===== src/comm_stats_regs.svh =====
`ifndef COMM_STATS_REGS_SVH
`define COMM_STATS_REGS_SVH

// Register indices; byte address is four times the index
`define IDX_UART_HIGH 10'h26b
`define IDX_UART_LOW 10'h26c
`define IDX_LOWER_HIGH 10'h26d
`define IDX_LOWER_LOW 10'h26e
`define IDX_UPPER_HIGH 10'h26f
`define IDX_UPPER_LOW 10'h270
`define IDX_UART_SNAP 10'h280
`define IDX_LOWER_SNAP 10'h281
`define IDX_UPPER_SNAP 10'h282

`define STAT_WIDTH 16
`define STAT_RESET 8'h00
`define SNAP_READ_VALUE 8'h00

`define RESP_OKAY 2'b00
`define RESP_SLVERR 2'b10

`endif


===== src/comm_stats_pkg.sv =====
package comm_stats_pkg;

  typedef struct packed {
    logic [7:0] high;
    logic [7:0] low;
  } stat_pair_t;

  typedef struct packed {
    logic [31:0] data;
    logic [1:0] resp;
  } rd_resp_t;

endpackage


===== src/comm_frame_statistics.sv =====
// The AXI4-Lite interface to the registers was left to the implementer.
`include "comm_stats_regs.svh"
`timescale 1ns/100ps
`default_nettype none

module comm_frame_statistics #(
  parameter int ADDR_WIDTH = 12
) (
  input wire logic aclk,
  input wire logic aresetn,
  input wire logic uart_cmd_ok,
  input wire logic lower_chain_port_cmd_ok,
  input wire logic upper_chain_port_resp_ok,
  input wire logic [ADDR_WIDTH-1:0] awaddr,
  input wire logic [2:0] awprot,
  input wire logic awvalid,
  output logic awready,
  input wire logic [31:0] wdata,
  input wire logic [3:0] wstrb,
  input wire logic wvalid,
  output logic wready,
  output logic [1:0] bresp,
  output logic bvalid,
  input wire logic bready,
  input wire logic [ADDR_WIDTH-1:0] araddr,
  input wire logic [2:0] arprot,
  input wire logic arvalid,
  output logic arready,
  output logic [31:0] rdata,
  output logic [1:0] rresp,
  output logic rvalid,
  input wire logic rready
);
  import comm_stats_pkg::*;

  comm_stats_pkg::stat_pair_t uart_stat;
  comm_stats_pkg::stat_pair_t lower_stat;
  comm_stats_pkg::stat_pair_t upper_stat;
  comm_stats_pkg::rd_resp_t rd_reg;
  comm_stats_pkg::rd_resp_t rd_next;

  logic rvalid_reg;
  logic bvalid_reg;
  logic aw_have_reg;
  logic w_have_reg;
  logic ar_fire;
  logic aw_got;
  logic w_got;
  logic [ADDR_WIDTH-3:0] rd_idx;
  logic snap_uart;
  logic snap_lower;
  logic snap_upper;
  logic rd_hit;
  logic [7:0] rd_byte;

  // Read channel: one read at a time, answered the cycle after the address is taken
  assign arready = !rvalid_reg;
  assign ar_fire = arvalid && arready;
  assign rd_idx = araddr[ADDR_WIDTH-1:2];

  // Snapshot fires on the address handshake, so a stalled rready cannot repeat it
  assign snap_uart = ar_fire && (rd_idx == `IDX_UART_SNAP);
  assign snap_lower = ar_fire && (rd_idx == `IDX_LOWER_SNAP);
  assign snap_upper = ar_fire && (rd_idx == `IDX_UPPER_SNAP);

  assign rd_byte = (rd_idx == `IDX_UART_HIGH) ? uart_stat.high :
                   (rd_idx == `IDX_UART_LOW) ? uart_stat.low :
                   (rd_idx == `IDX_LOWER_HIGH) ? lower_stat.high :
                   (rd_idx == `IDX_LOWER_LOW) ? lower_stat.low :
                   (rd_idx == `IDX_UPPER_HIGH) ? upper_stat.high :
                   (rd_idx == `IDX_UPPER_LOW) ? upper_stat.low :
                   `SNAP_READ_VALUE;
  assign rd_hit = (rd_idx >= `IDX_UART_HIGH && rd_idx <= `IDX_UPPER_LOW) ||
                  snap_uart || snap_lower || snap_upper;
  assign rd_next = {24'h000000, rd_hit ? rd_byte : 8'h00,
                    rd_hit ? `RESP_OKAY : `RESP_SLVERR};

  always_ff @(posedge aclk) begin
    if (!aresetn) begin
      rvalid_reg <= 1'b0;
      rd_reg <= '0;
    end else if (ar_fire) begin
      rvalid_reg <= 1'b1;
      rd_reg <= rd_next;
    end else if (rready) begin
      rvalid_reg <= 1'b0;
    end
  end

  assign rvalid = rvalid_reg;
  assign rdata = rd_reg.data;
  assign rresp = rd_reg.resp;

  // Write channel: address and data taken in either order; every register is read-only
  assign awready = !aw_have_reg && !bvalid_reg;
  assign wready = !w_have_reg && !bvalid_reg;
  assign aw_got = aw_have_reg || (awvalid && awready);
  assign w_got = w_have_reg || (wvalid && wready);

  always_ff @(posedge aclk) begin
    if (!aresetn) begin
      aw_have_reg <= 1'b0;
      w_have_reg <= 1'b0;
      bvalid_reg <= 1'b0;
    end else if (aw_got && w_got) begin
      aw_have_reg <= 1'b0;
      w_have_reg <= 1'b0;
      bvalid_reg <= 1'b1;
    end else begin
      aw_have_reg <= aw_got;
      w_have_reg <= w_got;
      if (bready) begin
        bvalid_reg <= 1'b0;
      end
    end
  end

  assign bvalid = bvalid_reg;
  // Writes never alter a count, so they are refused outright
  assign bresp = `RESP_SLVERR;

  stat_counter #(.WIDTH(`STAT_WIDTH)) u_uart (
    .aclk(aclk),
    .aresetn(aresetn),
    .frame_ok(uart_cmd_ok),
    .snapshot(snap_uart),
    .latched(uart_stat)
  );

  stat_counter #(.WIDTH(`STAT_WIDTH)) u_lower (
    .aclk(aclk),
    .aresetn(aresetn),
    .frame_ok(lower_chain_port_cmd_ok),
    .snapshot(snap_lower),
    .latched(lower_stat)
  );

  stat_counter #(.WIDTH(`STAT_WIDTH)) u_upper (
    .aclk(aclk),
    .aresetn(aresetn),
    .frame_ok(upper_chain_port_resp_ok),
    .snapshot(snap_upper),
    .latched(upper_stat)
  );
endmodule

`default_nettype wire


===== src/stat_counter.sv =====
`timescale 1ns/100ps
`default_nettype none

module stat_counter #(
  parameter int WIDTH = 16
) (
  input wire logic aclk,
  input wire logic aresetn,
  input wire logic frame_ok,
  input wire logic snapshot,
  output logic [WIDTH-1:0] latched
);

  localparam logic [WIDTH-1:0] FULL = '1;
  localparam logic [WIDTH-1:0] ONE = {{(WIDTH-1){1'b0}}, 1'b1};

  logic [WIDTH-1:0] count_reg;
  logic [WIDTH-1:0] count_next;
  logic [WIDTH-1:0] latched_reg;
  logic at_full;
  logic [WIDTH-1:0] bumped;
  logic [WIDTH-1:0] restart;

  assign at_full = (count_reg == FULL);
  assign bumped = count_reg + ONE;
  // A frame arriving with the snapshot starts the new interval, so it is not lost
  assign restart = {{(WIDTH-1){1'b0}}, frame_ok};
  assign count_next = snapshot ? restart :
                      (frame_ok && !at_full) ? bumped :
                      count_reg;

  always_ff @(posedge aclk) begin
    if (!aresetn) begin
      count_reg <= '0;
      latched_reg <= '0;
    end else begin
      count_reg <= count_next;
      if (snapshot) begin
        latched_reg <= count_reg;
      end
    end
  end

  assign latched = latched_reg;
endmodule

`default_nettype wire


===== config.mk =====
export PLATFORM = sky130hd
export DESIGN_NAME = comm_frame_statistics
export DESIGN_NICKNAME = d
export VERILOG_FILES = /design/src/comm_stats_pkg.sv /design/src/comm_frame_statistics.sv /design/src/stat_counter.sv
export VERILOG_INCLUDE_DIRS = /design/src /design/src/src
export SDC_FILE = /design/constraint.sdc
export NUM_CORES = 1
export LEC_CHECK = 0
export BUFFER_PORTS_ARGS = -buffer_cell sky130_fd_sc_hd__buf_2
export CORE_MARGIN = 4
export CORE_UTILIZATION = 55
export DETAILED_ROUTE_END_ITERATION = 7
export PLACE_DENSITY = 0.81
export SLEW_MARGIN = 20
export SYNTH_ARGS = -nofsm -noshare
export SYNTH_HDL_FRONTEND = slang
export SYNTH_SLANG_ARGS = --single-unit

===== constraint.sdc =====
create_clock -name aclk -period 2.76 [get_ports aclk]
set_input_delay 0.552 -clock aclk [delete_from_list [all_inputs] [get_ports aclk]]
set_output_delay 0.552 -clock aclk [all_outputs]
set_load 0.05 [all_outputs]

==> flow_metrics.env, run 1 <==
export IMPL_status="completed"
export IMPL_drc=0
export IMPL_rsz0062_at_grt="no"
export IMPL_worstMarginPinSlew_ps=829
export IMPL_coreArea_sq_um=9330
export IMPL_synthCells=668
export IMPL_grt_pass1_wl_mm=20.4
export IMPL_tns_ps=0
export IMPL_start_util=0.573
export IMPL_finalCritPeriodShare=0.856
export IMPL_avgSynthCellArea_sq_um=8.00
export IMPL_dpl_hpwl_mm=8.93
export IMPL_first_global_vias=4494
export IMPL_cts_resized=0
export IMPL_grt_max_degree=52
export IMPL_synthArstFlopShare=0
export IMPL_critical_path_class="input pin to flop"
export IMPL_multiInputGateArea_sq_um=2880
export IMPL_finalMaxSlewViolations=0
export IMPL_antenna_found_initial=0
export IMPL_cpMaxStageDelayCell="or4_4"
export IMPL_die_y_um=107
export IMPL_clock_root_buffer="clkbuf_8"
export IMPL_wire_per_inst_um=14.3
export IMPL_setup_violations=0
export IMPL_place_gp_congestion=0.904
export IMPL_chipWidth_um=107
export IMPL_yosysUniqueCellTypes=62
export IMPL_synth_edf_count=0
export IMPL_cp_start_kind="input pin"
export IMPL_numPortBuffers=33
export IMPL_cts_hold_repair_buffers=0
export IMPL_finClkSkew_ps=11.1
export IMPL_p_per_area_nw_per_um2=505
export IMPL_clock_latency_ps=370
export IMPL_grt_ovfl_total=0
export IMPL_worstPathMaxFanout=19
export IMPL_startpoint="araddr[8]"
export IMPL_num_rows=35
export IMPL_synth_seq_area_share=0.408
export IMPL_die_area_sq_um=11400
export IMPL_wirelength_mm=12.0
export IMPL_cts_path_max_buffers=2
export IMPL_n_antenna_cell=0
export IMPL_min_path_type="input pin to flop"
export IMPL_h_tree_depth=3
export IMPL_critical_path_required_ps=3020
export IMPL_track_usage=0.217
export IMPL_nets=781
export IMPL_hold_viol=0
export IMPL_synth_warnings=0
export IMPL_fmax_mhz=423
export IMPL_io_pins=117
export IMPL_cts_num_sinks=109
export IMPL_areaGrowthSynthToFinish_pct=9.30
export IMPL_critPathBufInv=2
export IMPL_r2r_start="u_lower.count_reg[0]"
export IMPL_min_from="rready"
export IMPL_synth_seq_cells=109
export IMPL_first_iter_violations=387
export IMPL_fin_crit_ps=2360
export IMPL_netlist_area_sq_um=5340
export IMPL_cp_arrival_ps=2630
export IMPL_maxSlewHeadroom=0.443
export IMPL_antenna_left=0
export IMPL_max_cap_violations=0
export IMPL_crit_chain="buf_2 -> or4b_4 -> or4_4 -> or3_1 -> buf_4 -> nand2_4 -> nor3_1"
export IMPL_cts_buffers=9
export IMPL_leakage_nw=2.03
export IMPL_crit_family="simple AND/OR/NAND/NOR gates"
export IMPL_drive_above_1_share=0.126
export IMPL_cp_end_kind="flop"
export IMPL_power_mw=2.95
export IMPL_drt_vias_per_instance=5.74
export IMPL_cts_clk_slew_worst_paths_ps=100
export IMPL_slowest_delay_ps=590
export IMPL_synth_ff_type="dfxtp_1"
export IMPL_ir_worst_vdd_mv=0.360
export IMPL_tritoncts="yes"
export IMPL_seq_area_sq_um=2180
export IMPL_post_cts_buffers=0
export IMPL_vias=4797
export IMPL_dr_pass1_iters=5
export IMPL_nFillCells=791
## layer usage
| layer | track usage | wire, um |
|---|---|---|
| met1 | 0.276 | 5120 |
| met5 | 0 | 0 |
| met2 | 0.367 | 5910 |
| met3 | 0.0492 | 760 |
| met4 | 0.0630 | 175 |
## synth_stat cells (9+ instances only)
cell	n	area, sq um
a21oi_1	61	305
xor2_1	12	105
dfxtp_1	109	2180
xnor2_1	21	184
buf_4	28	210
or2_2	9	56.3
o21ai_0	12	60.1
inv_1	10	37.5
nand3_1	16	80.1
and3_1	20	125
nor3_1	20	100
nor2_1	62	233
clkbuf_1	16	60.1
nand2_1	137	514
nand4_1	16	100
## power breakdown
group	leakage [nW]	switching, mW	internal (mW)
clock	0.110	0.546	0.542
combinational	1.04	0.203	0.0541
sequential	0.880	0.0163	1.59
## path summary, 6_finish.rpt
path                                end  slack (ps)  cells past startpoint
hold / removal                   rvalid         430                      3
setup reg to reg  u_lower.count_reg[13]         670                      7
hold reg to reg       u_uart.latched[1]         450                      2
setup / recovery   u_lower.count_reg[5]         400                      7
## area by class of cell
class,instances,area share
timing repair buffer,52,0.0591
tap,129,0.0276
multi-input combinational,519,0.493
clock inverter,6,0.0159
sequential,109,0.374
clock buffer,10,0.0236
inverter,11,0.00707
## through the flow
| stage | hold WS [ps] | setup WS [ps] | std cells | cell area [sq um] | utilization |
|---|---|---|---|---|---|
| after floorplan | 427 | 178 | 693 | 5440 | - |
| after global placement | 439 | 50.6 | 820 | 5610 | 0.601 |
| after detailed placement | 444 | 22.2 | 820 | 5610 | 0.601 |
| after CTS | 417 | 422 | 836 | 5840 | 0.626 |
| after global routing | 447 | 349 | 836 | 5840 | 0.626 |
| final | 431 | 396 | 836 | 5840 | 0.626 |
## cells in the final DEF, fill, tap and decap left out, drive strengths merged, types with 6 or more instances in the layout
master	n
nand2	138
dfxtp	109
nor2	62
a21oi	61
buf	52
conb	27
nor3	22
xnor2	21
and3	20
nand4	16
nand3	16
inv	13
xor2	12
o21ai	12
clkbuf	10
or2	9
a22oi	8
a221o	8
a32oi	8
a31oi	8
nor4	6
## logic make-up (layout without fill, tap and decap cells)
logic type	after synthesis	after routing	share of synthesized area
xor gates and xnor gates	33	33	0.0541
muxes	6	6	0.0115
adders and majority gates	3	3	0.00703
buffers and inverters	65	79	0.0703
other	2	27	0.00141
AOI/OAI and AO/OA	130	130	0.157
and+or+nand+nor	320	320	0.290
DFF	109	109	0.408
## worst register-to-register path, delay by kind of cell (launching register included)
family | cells | cell delay [ps]
XOR/XNOR | 1 | 180
adder cells (fa/ha/maj) | 1 | 230
AND/OR/NAND/NOR | 4 | 910
buffers and inverters | 1 | 260
flip-flops | 1 | 420
No activity file was read; power rests on OpenSTA's default activity.
==> inputs of run 2 (changes only) <==
--- a/config.mk
+++ b/config.mk
@@ -8,9 +8,8 @@
 export LEC_CHECK = 0
 export BUFFER_PORTS_ARGS = -buffer_cell sky130_fd_sc_hd__buf_2
 export CORE_MARGIN = 4
-export CORE_UTILIZATION = 55
+export CORE_UTILIZATION = 23
 export DETAILED_ROUTE_END_ITERATION = 7
-export PLACE_DENSITY = 0.81
 export SLEW_MARGIN = 20
 export SYNTH_ARGS = -nofsm -noshare
 export SYNTH_HDL_FRONTEND = slang
==> flow_metrics.env, run 2 (synthesis results as in run 1) <==
export IMPL_dp_cells=1006
export IMPL_cts_resized=0
export IMPL_critPathBufInv=2
export IMPL_die_area_sq_um=25700
export IMPL_grt_pass1_wl_mm=21.3
export IMPL_place_gp_congestion=0.799
export IMPL_status="completed"
export IMPL_tritoncts="yes"
export IMPL_p_per_area_nw_per_um2=507
export IMPL_start_util=0.235
export IMPL_dr_pass1_iters=4
export IMPL_coreArea_sq_um=22800
export IMPL_dpl_hpwl_mm=9.42
export IMPL_place_ws_ps=92.3
export IMPL_layout_common_cells="nand2_1, dfxtp_1, nor2_1"
export IMPL_hold_viol=0
export IMPL_die_y_um=160
export IMPL_final_common_cell="nand2_1"
export IMPL_fin_cells=1021
export IMPL_min_path_type="flop to flop"
export IMPL_finClkSkew_ps=7.56
export IMPL_fmax_mhz=436
export IMPL_cp_end_kind="flop"
export IMPL_worstMarginPinSlew_ps=542
export IMPL_drt_vias_per_instance=4.52
export IMPL_cpMaxStageDelayCell="or4b_4"
export IMPL_cts_path_max_buffers=2
export IMPL_antenna_left=0
export IMPL_r2r_slack_ps=870
export IMPL_tns_ps=0
export IMPL_placed_area_sq_um=5870
export IMPL_num_rows=55
export IMPL_grt_ovfl_total=0
export IMPL_wirelength_mm=12.8
export IMPL_clock_latency_ps=350
export IMPL_power_mw=3.12
export IMPL_setup_violations=0
export IMPL_vias=4610
export IMPL_finalCritPeriodShare=0.831
export IMPL_h_tree_depth=3
export IMPL_rsz0062_at_grt="no"
export IMPL_nFillCells=2452
export IMPL_finalMaxSlewViolations=0
export IMPL_areaGrowthSynthToFinish_pct=15.1
export IMPL_post_cts_buffers=0
export IMPL_final_cell_area_sq_um=6150
export IMPL_track_usage=0.0993
export IMPL_maxSlewHeadroom=0.629
export IMPL_slowest_delay_ps=540
export IMPL_ir_worst_vdd_mv=0.351
export IMPL_numPortBuffers=33
export IMPL_worstPathMaxFanout=19
export IMPL_cts_buffers=9
export IMPL_first_global_vias=4161
export IMPL_cp_arrival_ps=2540
export IMPL_fin_crit_ps=2290
export IMPL_chipWidth_um=160
export IMPL_timing_final_ws_setup_ps=466
export IMPL_clock_root_buffer="clkbuf_16"
export IMPL_max_cap_violations=0
export IMPL_critical_path_required_ps=3010
export IMPL_antenna_found_initial=2
export IMPL_leakage_nw=2.07
export IMPL_cp_start_kind="input pin"
export IMPL_drive_above_1_share=0.127
export IMPL_io_pins=117
export IMPL_nets=783
export IMPL_cts_clk_slew_worst_paths_ps=70
export IMPL_drc=0
export IMPL_wire_per_inst_um=12.5
export IMPL_n_antenna_cell=0
export IMPL_critical_path_class="input pin to flop"
export IMPL_crit_chain="buf_2 -> or4b_4 -> or4_4 -> or3_1 -> buf_12 -> nand2_4 -> nor3_1"
export IMPL_grt_max_degree=53
export IMPL_crit_family="simple AND/OR/NAND/NOR gates"
export IMPL_cts_hold_repair_buffers=0
export IMPL_first_iter_violations=329
export IMPL_cts_num_sinks=109
==> run 2: per-layer routing <==
layer	wire, um	share of wire	vias to the layer above	global-route usage
met4	121	0.0094	4	0.0305
met1	6320	0.49	2164	0.139
met3	504	0.039	12	0.0241
met2	5840	0.46	72	0.151
li1	-	-	2358	-
met5	27	0.0021	-	0
==> run 2: path summary, 6_finish.rpt <==
path / startpoint / end / depth (start not counted)
setup reg to reg: u_upper.count_reg[0] / u_upper.count_reg[5] / 6
hold / removal: u_uart.latched[5] / u_uart.latched[5] / 2
hold reg to reg: u_uart.latched[5] / u_uart.latched[5] / 2
setup / recovery: araddr[8] / u_lower.count_reg[5] / 7
==> run 2: power breakdown <==
part	switching (mW)	internal (mW)
registers	0.0168	1.59
logic	0.204	0.0561
clock network	0.611	0.644
total	0.832	2.29
==> run 2: layout make-up <==
type                       instances  area [sq um]  area share
inverter                          11          41.3     0.00671
multi-input combinational        519          2880       0.468
timing repair buffer              54           373      0.0606
clock buffer                      10           239      0.0389
tap                              313           392      0.0637
clock inverter                     5          43.8     0.00712
sequential                       109          2180       0.355
==> run 2: stage by stage <==
step,utilization,hold WS [ps]
final,0.270,447
after global routing,0.270,475
after CTS,0.270,451
after detailed placement,0.258,441
after floorplan,-,427
after global placement,0.258,437
==> run 2: tightest hold or removal path, cell delays in order, from the launching register on <==
cell and delay (ps):
dfxtp_1 310, nand2_1 50, a21oi_1 50
==> inputs of run 3 (changes only) <==
==> constraint.sdc (replaced) <==
create_clock -name aclk -period 2.1 [get_ports aclk]
set_input_delay 0.42 -clock aclk [delete_from_list [all_inputs] [get_ports aclk]]
set_output_delay 0.42 -clock aclk [all_outputs]
set_load 0.05 [all_outputs]
==> flow_metrics.env, run 3 (synthesis results as in run 1) <==
export IMPL_drive_above_1_share=0.173
export IMPL_cts_path_max_buffers=2
export IMPL_nFillCells=2474
export IMPL_ir_worst_vdd_mv=0.295
export IMPL_place_gp_congestion=0.765
export IMPL_tns_ps=0
export IMPL_grt_pass1_wl_mm=21.6
export IMPL_n_antenna_cell=0
export IMPL_wire_per_inst_um=12.9
export IMPL_drt_vias_per_instance=4.51
export IMPL_num_rows=55
export IMPL_seq_area_sq_um=2180
export IMPL_dp_cells=1035
export IMPL_cts_num_sinks=109
export IMPL_final_cell_area_sq_um=6530
export IMPL_fin_crit_ps=2090
export IMPL_die_y_um=160
export IMPL_fin_cells=1052
export IMPL_min_path_type="input pin to flop"
export IMPL_h_tree_depth=3
export IMPL_status="completed"
export IMPL_layout_common_cells="nand2_1, dfxtp_1, nor2_1"
export IMPL_timing_final_ws_setup_ps=11.1
export IMPL_dr_pass1_iters=5
export IMPL_finalCritPeriodShare=0.995
export IMPL_wl_met3_um=531
export IMPL_place_ws_ps=-426
export IMPL_leakage_nw=2.27
export IMPL_coreArea_sq_um=22800
export IMPL_areaGrowthSynthToFinish_pct=22.2
export IMPL_cp_end_kind="flop"
export IMPL_maxSlewHeadroom=0.540
export IMPL_cp_arrival_ps=2330
export IMPL_cp_start_kind="input pin"
export IMPL_dpl_hpwl_mm=9.86
export IMPL_first_iter_violations=290
export IMPL_setup_violations=0
export IMPL_chipWidth_um=160
export IMPL_nets=813
export IMPL_cts_buffers=9
export IMPL_start_util=0.235
export IMPL_critical_path_class="input pin to flop"
export IMPL_dr_wl_met2_mm=6.27
export IMPL_rsz0062_at_grt="yes"
export IMPL_multiInputGateArea_sq_um=2940
export IMPL_finClkSkew_ps=8.50
export IMPL_routed_top_layer="met4"
export IMPL_cts_clk_slew_worst_paths_ps=70
export IMPL_die_area_sq_um=25700
export IMPL_antenna_left=0
export IMPL_io_pins=117
export IMPL_first_global_vias=4304
export IMPL_final_common_cell="nand2_1"
export IMPL_finalMaxSlewViolations=0
export IMPL_track_usage=0.102
export IMPL_tritoncts="yes"
export IMPL_wirelength_mm=13.6
export IMPL_antenna_found_initial=0
export IMPL_p_per_area_nw_per_um2=684
export IMPL_fmax_mhz=479
export IMPL_grt_ovfl_total=0
export IMPL_layout_core_utilization=0.287
export IMPL_vias=4748
export IMPL_worstPathMaxFanout=7
export IMPL_critical_path_required_ps=2350
export IMPL_worstMarginPinSlew_ps=690
export IMPL_wl_met1_mm=6.68
export IMPL_drc=0
export IMPL_numPortBuffers=33
export IMPL_placed_area_sq_um=6100
export IMPL_r2r_slack_ps=230
export IMPL_clock_root_buffer="clkbuf_16"
export IMPL_grt_max_degree=35
export IMPL_cts_hold_repair_buffers=0
export IMPL_clock_latency_ps=350
export IMPL_max_cap_violations=0
export IMPL_hold_viol=0
run 3: changes by cell type in the layout (fill, tap and decap cells not counted), sizes merged:
cell	previous run	this run
clkbuf	10	11
inv	13	12
bufinv	0	3
clkinv	1	0
clkinvlp	2	1
nand2	138	139
buf	54	83
run 3: per-stage QoR:
step	hold WS (ps)	total power, mW
after floorplan	427	2.45
after global placement	440	2.53
after detailed placement	445	2.53
after CTS	323	4.51
after global routing	338	4.64
final	329	4.47
run 3: critical path, cell delays in order:
cell,delay [ps]
buf_6,90
or4b_4,540
or4_4,550
or3_4,370
buf_4,180
nand2_4,120
nor2_1,60
run 3: power by group:
group | internal, mW | leakage, nW | switching (mW)
Clock | 1.20 | 0.166 | 0.776
Combinational | 0.104 | 1.22 | 0.284
Sequential | 2.08 | 0.880 | 0.0190
Total | 3.39 | 2.27 | 1.08
run 3: repair_timing:
item	in CTS	in global routing
gates cloned	0	1
buffers inserted	0	0
pin swaps	0	2
resized for setup	5	9
endpoints found under the setup margin	24	27
run 3: layout make-up:
type	count	share of cell area
Multi-Input combinational cell	520	0.451
Sequential cell	109	0.334
Timing Repair Buffer	83	0.0956
Tap cell	313	0.0600
Clock buffer	11	0.0372
Clock inverter	5	0.0163
Inverter	11	0.00632
run 3: path summary, 6_finish.rpt:
path / startpoint / end / depth (start not counted)
setup / recovery: araddr[8] / u_lower.count_reg[3] / 7
hold / removal: rready / rvalid / 3
setup reg to reg: u_lower.count_reg[8] / u_lower.count_reg[0] / 5
hold reg to reg: u_uart.latched[0] / u_uart.latched[0] / 2
run 3: layer usage:
metal | vias up | GRT usage
met5 | - | 0
met4 | 0 | 0.0246
met3 | 8 | 0.0218
met2 | 84 | 0.160
met1 | 2240 | 0.142
li1 | 2416 | -
